`config.mk`:
```
export PLATFORM = sky130hd
export DESIGN_NAME = port_pin_override_logic
export DESIGN_NICKNAME = d
export VERILOG_FILES = /design/src/verilog/pin_pkg.sv /design/src/verilog/pin_sync.sv /design/src/verilog/port_pin_override_logic.sv
export SDC_FILE = /design/constraint.sdc
export NUM_CORES = 1
export LEC_CHECK = 0
export ABC_AREA = 1
export BUFFER_PORTS_ARGS = -buffer_cell sky130_fd_sc_hd__buf_2
export CAP_MARGIN = 20
export CORE_ASPECT_RATIO = 1.25
export CORE_UTILIZATION = 38
export CTS_BUF_LIST = sky130_fd_sc_hd__clkbuf_4 sky130_fd_sc_hd__clkbuf_8
export DETAILED_ROUTE_END_ITERATION = 16
export GPL_ROUTABILITY_DRIVEN = 0
export PLACE_DENSITY = 0.7
export SYNTH_ARGS = -nofsm -noshare
export SYNTH_HDL_FRONTEND = slang
export SYNTH_SLANG_ARGS = --single-unit
```
`constraint.sdc`:
```
create_clock -name sys_clk -period 3 [get_ports sys_clk]
set_clock_uncertainty 0.05 [all_clocks]
set_input_delay 0.3 -clock sys_clk [delete_from_list [all_inputs] [get_ports sys_clk]]
set_output_delay 0.3 -clock sys_clk [all_outputs]
set_load 0.1 [all_outputs]
```
`src/verilog/pin_pkg.sv`:
```
// Shared types and constants for the port pin override logic.
// Assumes one clock domain and a sleep controller that reports its mode each cycle.
package pin_pkg;

  // ----------------------------------------------------------------
  // Sizes and positions
  // ----------------------------------------------------------------
  localparam int unsigned PORT_PINS       = 8;
  localparam int unsigned PULL_UP_OFF_BIT = 4;
  localparam int unsigned RESET_STAGES    = 2;

  // ----------------------------------------------------------------
  // Modes
  // ----------------------------------------------------------------
  typedef enum logic [2:0] {
    SLEEP_ACTIVE,
    SLEEP_IDLE,
    SLEEP_ADC_NOISE,
    SLEEP_POWER_DOWN,
    SLEEP_POWER_SAVE,
    SLEEP_STANDBY,
    SLEEP_EXT_STANDBY
  } sleep_mode_t;

  typedef enum logic [1:0] {
    SENSE_LOW,
    SENSE_ANY,
    SENSE_FALL,
    SENSE_RISE
  } int_sense_t;

  // ----------------------------------------------------------------
  // Carriers and state
  // ----------------------------------------------------------------
  typedef struct packed {
    logic pull_up_override_enable;
    logic pull_up_override_value;
    logic direction_override_enable;
    logic direction_override_value;
    logic value_override_enable;
    logic value_override_value;
    logic toggle_override_enable;
    logic input_enable_override_enable;
    logic input_enable_override_value;
  } pin_override_t;

  typedef struct packed {
    logic                 clamp;
    logic [PORT_PINS-1:0] direction_bit;
    logic [PORT_PINS-1:0] output_value_bit;
    logic [PORT_PINS-1:0] drive_en;
    logic [PORT_PINS-1:0] drive_val;
    logic [PORT_PINS-1:0] pull_up;
    logic [PORT_PINS-1:0] input_en;
    logic [PORT_PINS-1:0] pin_prev;
    logic [PORT_PINS-1:0] int_flag;
  } port_state_t;

  localparam port_state_t STATE_RESET = '0;

endpackage

```
`src/verilog/pin_sync.sv`:
```
// Two-stage synchronizer, one pair of flip-flops per bit.
// Assumes the inputs are asynchronous to clk and rst_n is already synchronous on release.
`timescale 1ns/100ps
`default_nettype none
module pin_sync #(
  parameter int unsigned WIDTH = 8
) (
  input  wire logic             clk,
  input  wire logic             rst_n,
  input  wire logic [WIDTH-1:0] async_in,
  output logic      [WIDTH-1:0] sync_out
);

  // ----------------------------------------------------------------
  // Per-bit stages
  // ----------------------------------------------------------------
  // The first stage feeds only the second stage, so no logic sees a metastable value.
  for (genvar g = 0; g < WIDTH; g++) begin : g_bit
    logic meta_r;
    logic sync_r;
    always_ff @(posedge clk or negedge rst_n) begin
      if (!rst_n) begin
        meta_r <= 1'b0;
        sync_r <= 1'b0;
      end else begin
        meta_r <= async_in[g];
        sync_r <= meta_r;
      end
    end
    assign sync_out[g] = sync_r;
  end

endmodule // pin_sync
`default_nettype wire

```
`src/verilog/port_pin_override_logic.sv`:
```
// One port of general digital I/O pins merged with alternate-function overrides.
// Assumes peripherals drive the override carriers from sys_clk logic and pads resolve drive.
//
// Contract
// - Input clamp asserts only in power-down, power-save and standby sleep modes.
// - An enabled external interrupt lifts the clamp; a disabled one leaves it.
// - Held-high rising- or any-edge-sensed pin whose input the clamp gated sets its flag on wake from clamping sleep.
// - Software pull-ups stay off while reset is active.
// - Pull-up follows override value when enabled, else on for direction/value/disable 010.
// - Driver enable follows direction override value when enabled, else the direction bit.
// - Driven value is the driver enable ANDed with the value override when enabled, else with the output value bit.
// - Toggle override inverts the stored output value bit.
// - Input enable follows its override value when enabled, else normal or sleep state.
// - Alternate functions get the Schmitt output before the synchronizer, syncing it themselves.
// - Global pull-up off kills every pull-up without an enabled pull-up override, even with direction/value 01.
// - Write strobes shared per port; clock, clamp, pull-up off shared by all ports.
// - Direction one makes an output, zero an input; reset tristates pins immediately.
// - Writing one to a pin input bit toggles that output value bit.
`timescale 1ns/100ps
`default_nettype none
module port_pin_override_logic (
  input  wire logic                                           sys_clk,
  input  wire logic                                           rstn,
  input  wire logic                                           dir_wr,
  input  wire logic                   [pin_pkg::PORT_PINS-1:0] dir_wdata,
  input  wire logic                                           val_wr,
  input  wire logic                   [pin_pkg::PORT_PINS-1:0] val_wdata,
  input  wire logic                                           pin_wr,
  input  wire logic                   [pin_pkg::PORT_PINS-1:0] pin_wdata,
  input  wire logic                                           global_pull_up_off,
  input  wire pin_pkg::sleep_mode_t                           sleep_mode,
  input  wire logic                   [pin_pkg::PORT_PINS-1:0] ext_int_en,
  input  wire pin_pkg::int_sense_t    [pin_pkg::PORT_PINS-1:0] ext_int_sense,
  input  wire logic                   [pin_pkg::PORT_PINS-1:0] ext_int_flag_clr,
  input  wire pin_pkg::pin_override_t [pin_pkg::PORT_PINS-1:0] ovr,
  input  wire logic                   [pin_pkg::PORT_PINS-1:0] pad_in,
  output logic                        [pin_pkg::PORT_PINS-1:0] pad_out,
  output logic                        [pin_pkg::PORT_PINS-1:0] pad_oe,
  output logic                        [pin_pkg::PORT_PINS-1:0] pad_pull_up,
  output logic                        [pin_pkg::PORT_PINS-1:0] schmitt_output_tap,
  output logic                        [pin_pkg::PORT_PINS-1:0] dir_rdata,
  output logic                        [pin_pkg::PORT_PINS-1:0] val_rdata,
  output logic                        [pin_pkg::PORT_PINS-1:0] pin_rdata,
  output logic                        [pin_pkg::PORT_PINS-1:0] ext_int_flag,
  output logic                                                sleep_clamp
);

  localparam int unsigned P = pin_pkg::PORT_PINS;

  // ----------------------------------------------------------------
  // Reset release
  // ----------------------------------------------------------------
  // Assertion is asynchronous so the pads tristate even with no clock running.
  logic [pin_pkg::RESET_STAGES-1:0] rst_sync_r;
  logic                             rst_n_s;

  always_ff @(posedge sys_clk or negedge rstn) begin
    if (!rstn) begin
      rst_sync_r <= '0;
    end else begin
      rst_sync_r <= {rst_sync_r[pin_pkg::RESET_STAGES-2:0], 1'b1};
    end
  end
  assign rst_n_s = rst_sync_r[pin_pkg::RESET_STAGES-1];

  // ----------------------------------------------------------------
  // Input path
  // ----------------------------------------------------------------
  pin_pkg::port_state_t st_r;
  pin_pkg::port_state_t st_nxt;
  logic [P-1:0]         pin_sync_q;

  assign schmitt_output_tap = pad_in & st_r.input_en;

  pin_sync #(
    .WIDTH    (P)
  ) u_pin_sync (
    .clk      (sys_clk),
    .rst_n    (rst_n_s),
    .async_in (schmitt_output_tap),
    .sync_out (pin_sync_q)
  );

  // ----------------------------------------------------------------
  // Next state
  // ----------------------------------------------------------------
  always_comb begin
    logic [P-1:0] toggle;
    logic         cur;
    logic         prev;
    logic         hit;
    toggle = '0;
    cur    = 1'b0;
    prev   = 1'b0;
    hit    = 1'b0;
    st_nxt = st_r;
    st_nxt.clamp = (sleep_mode == pin_pkg::SLEEP_POWER_DOWN) ||
                   (sleep_mode == pin_pkg::SLEEP_POWER_SAVE) ||
                   (sleep_mode == pin_pkg::SLEEP_STANDBY);
    if (dir_wr) begin
      st_nxt.direction_bit = dir_wdata;
    end
    if (val_wr) begin
      st_nxt.output_value_bit = val_wdata;
    end
    if (pin_wr) begin
      toggle = pin_wdata;
    end
    for (int i = 0; i < P; i++) begin
      toggle[i] = toggle[i] | ovr[i].toggle_override_enable;
      if (ovr[i].pull_up_override_enable) begin
        st_nxt.pull_up[i] = ovr[i].pull_up_override_value;
      end else begin
        st_nxt.pull_up[i] = !st_r.direction_bit[i] && st_r.output_value_bit[i] &&
                            !global_pull_up_off;
      end
      if (ovr[i].direction_override_enable) begin
        st_nxt.drive_en[i] = ovr[i].direction_override_value;
      end else begin
        st_nxt.drive_en[i] = st_r.direction_bit[i];
      end
      if (ovr[i].value_override_enable) begin
        st_nxt.drive_val[i] = st_nxt.drive_en[i] & ovr[i].value_override_value;
      end else begin
        st_nxt.drive_val[i] = st_nxt.drive_en[i] & st_r.output_value_bit[i];
      end
      if (ovr[i].input_enable_override_enable) begin
        st_nxt.input_en[i] = ovr[i].input_enable_override_value;
      end else begin
        st_nxt.input_en[i] = !st_r.clamp || ext_int_en[i];
      end
      // The clamp drives the synced input low, so a held-high pin looks like an edge on wake.
      cur  = pin_sync_q[i];
      prev = st_r.pin_prev[i];
      unique case (ext_int_sense[i])
        pin_pkg::SENSE_LOW:  hit = !cur;
        pin_pkg::SENSE_ANY:  hit = cur != prev;
        pin_pkg::SENSE_FALL: hit = prev && !cur;
        pin_pkg::SENSE_RISE: hit = !prev && cur;
      endcase
      // A new event wins over a clear in the same cycle.
      st_nxt.int_flag[i] = hit || (st_r.int_flag[i] && !ext_int_flag_clr[i]);
    end
    st_nxt.pin_prev         = pin_sync_q;
    st_nxt.output_value_bit = st_nxt.output_value_bit ^ toggle;
  end

  always_ff @(posedge sys_clk or negedge rst_n_s) begin
    if (!rst_n_s) begin
      st_r <= pin_pkg::STATE_RESET;
    end else begin
      st_r <= st_nxt;
    end
  end

  // ----------------------------------------------------------------
  // Outputs
  // ----------------------------------------------------------------
  assign pad_oe       = st_r.drive_en;
  assign pad_out      = st_r.drive_val;
  assign pad_pull_up  = st_r.pull_up;
  assign dir_rdata    = st_r.direction_bit;
  assign val_rdata    = st_r.output_value_bit;
  assign pin_rdata    = pin_sync_q;
  assign ext_int_flag = st_r.int_flag;
  assign sleep_clamp  = st_r.clamp;

  for (genvar g = 0; g < P; g++) begin : g_chk

  end
endmodule // port_pin_override_logic
`default_nettype wire

```
==> metrics.yaml <==
cts_sinks: 83
path_max_fanout: 4
ys_top_cells_by_area: "dfrtp_1, nand2_1, buf_4"
avgSynthCellArea_um2: 8.21
hold_path_class: "in -> reg"
whs_ns: 0.100
htree_levels: 3
synthXorXnorAreaFrac: 0
min_period_over_period: 0.531
dr.pass1.iters: 4
synth_enable_flop_cells: 0
die_h_um: 119
grt_max_degree: 82
clk_latency_ns: 0.34
reg2reg_depth: 4
pre_cts_slack_ns: 1.67
netlist.area_leader.share: 0.498
timing.critical_path.buf_inv: 1
cp_data_arrival_time_ns: 1.24
ir_worst_vdd_mv: 0.330
via_per_inst: 4.42
drt_iter0_markers: 107
synthAdderAreaFrac: 0.0480
setup_viol: 0
io_buffers: 209
ys_ff_latch: 83
fin_crit_ns: 1.59
grt_pass1_vias: 3399
async_reset_ff_frac: 1.00
ys.flop_type: "dfrtp_1"
dieArea_um2: 11400
p_leak_uw: 0.00321
cp.required_ns: 2.65
syn_nets: 669
total_power_uw: 3360
multiInputGateArea_um2: 1230
synth_warnings: 0
yosys-top-cells-count: "nand2_1, inv_1, dfrtp_1"
seq_area_frac_synth: 0.498
dp_hpwl_mm: 7.78
die_w_um: 95.7
num_rows: 42
maxCapViolCount: 0
drc: 0
cts_tree: "built"
crit_path_start: "val_rdata[0]$_DFF_PN0_"
synth-simple-area-share: 0.197
path_class: "reg -> out"
cts_resized: 0
syn_to_final_growth_pct: 25.4
yosysMostFrequentCell: "nand2_1"
grtUsageTotal: 0.176
path_clk_slew_ns: 0.08
syn_area_um2: 4170
nets: 832
numCtsBuffers: 9
maxSlewHeadroom: 0.646
cp-start-kind: "register"
grt_pass1_wl_mm: 15.3
crit_path_end: "val_rdata[0]"
path_cells: "buf_2"
maxSlewViolCount: 0
r2r_slack_ns: 1.90
syn_inst: 508
drive_gt1_frac: 0.349
status: "complete, no violations"
ant_nets: 0
synth_top_family_by_area: "buffers and inverters"
synth.mux.area_fraction: 0
seqCellArea_um2: 2080
antenna_found_initial: 1
r2r-start: "u_pin_sync.g_bit[3].sync_r$_DFF_PN0_"
yosys.area.top_type: "dfrtp_1"
cpPeakStageDelay_ns: 0.46
drt-wirelength-per-cell_um: 11.8
fin_ws_ns: 1.41
wirelength_mm: 9.54
critPathTopFamily: "buffers and inverters"
cts_root_buf: "clkbuf_8"
cts_max_path_buffers: 2
finalHoldViolCount: 0
max_freq_mhz: 628
timing.rr.end: "ext_int_flag[3]$_DFF_PN0_"
finalSetupTns_ns: 0
grt_setup_unrepaired: "no"
powerDensity_nw_per_um2: 642
num_vias: 3575
core_um2: 10600
crit_cells: 1
endpoint_kind: "primary output"
nFillCells: 1060
cp_slowest_cell: "buf_2"
synth.distinct_cells: 14
io_pins: 210
worstMarginPinSlew_ns: 0.532
synth-compound-area-share: 0.0504
initial_utilization: 0.393
overflow: 0
==> per-layer routing <==
layer,track usage,vias up,part of all wire
met5,0,-,0
met4,0.0550,0,0.014
met3,0.0607,10,0.086
met2,0.312,172,0.50
met1,0.193,1608,0.40
li1,-,1785,-
==> per-stage QoR <==
stage,area [um^2],cells,utilization
after floorplan,4170,508,-
after global placement,4940,790,0.465
after detailed placement,4940,790,0.465
after CTS,5210,807,0.491
after global routing,5230,808,0.493
final,5230,809,0.493
==> worst min path at each step <==
stage / to / start / depth (start not counted)
floorplan: rst_sync_r[0]$_DFF_PN0_ / rstn / 0
global placement: rst_sync_r[0]$_DFF_PN0_ / rstn / 1
detailed placement: rst_sync_r[0]$_DFF_PN0_ / rstn / 1
CTS: pad_pull_up[7]$_DFF_PN0_ / ovr[71] / 2
global route: pad_pull_up[7]$_DFF_PN0_ / ovr[71] / 2
finish: st_r[16]$_DFF_PN0_ / ovr[1] / 2
==> placed cells by master (no fill, tap or decap), types with 9 or more instances in the layout <==
| cell | synthesis | final |
|---|---|---|
| buf_2 | 0 | 209 |
| nand2_1 | 144 | 144 |
| inv_1 | 106 | 106 |
| dfrtp_1 | 83 | 82 |
| nand3_1 | 40 | 40 |
| o21ai_0 | 32 | 32 |
| ha_1 | 16 | 16 |
| clkbuf_8 | 0 | 9 |
==> where the power goes <==
group          total [uW]  leakage, uW  switching (uW)  internal, uW
Clock                1040     0.000134             385           655
Combinational        1040      0.00206             830           205
Sequential           1280      0.00102            67.9          1220
==> cells by family (layout without fill, tap and decap cells) <==
| family | count (synthesis) | count (layout) |
|---|---|---|
| compound gates | 42 | 42 |
| simple gates | 200 | 200 |
| fa+ha+maj | 16 | 16 |
| other cells | 1 | 2 |
| flops | 83 | 83 |
| buf+inv | 166 | 334 |
==> worst reg2reg max path, cell delays in order (launching register included) <==
cell and delay [ns]:
dfrtp_1 0.43, ha_1 0.30, nand2_1 0.05, nand3_1 0.07, nand3_1 0.08
==> final cells by class <==
cell class,count,share of cell area
sequential,83,0.398
clock buffer,11,0.0265
timing repair buffer,211,0.206
tap,132,0.0316
multi-input combinational,259,0.236
antenna,1,0.000478
clock inverter,5,0.0239
inverter,107,0.0782
==> repair_timing <==
item / in CTS / in global routing
endpoints found under the hold margin: 2 / 0
hold buffers: 1 / 0
setup buffers: 0 / 0
==> flip-flops by register name, indices dropped and copies added, names as in the netlist <==
name                     flops
dir_rdata                    8
ext_int_flag                 8
pad_oe                       8
pad_out                      8
pad_pull_up                  8
rst_sync_r                   2
sleep_clamp                  1
st_r                        16
u_pin_sync.g_bit.meta_r      8
u_pin_sync.g_bit.sync_r      8
val_rdata                    8
No activity file was read; power rests on OpenSTA's default activity.
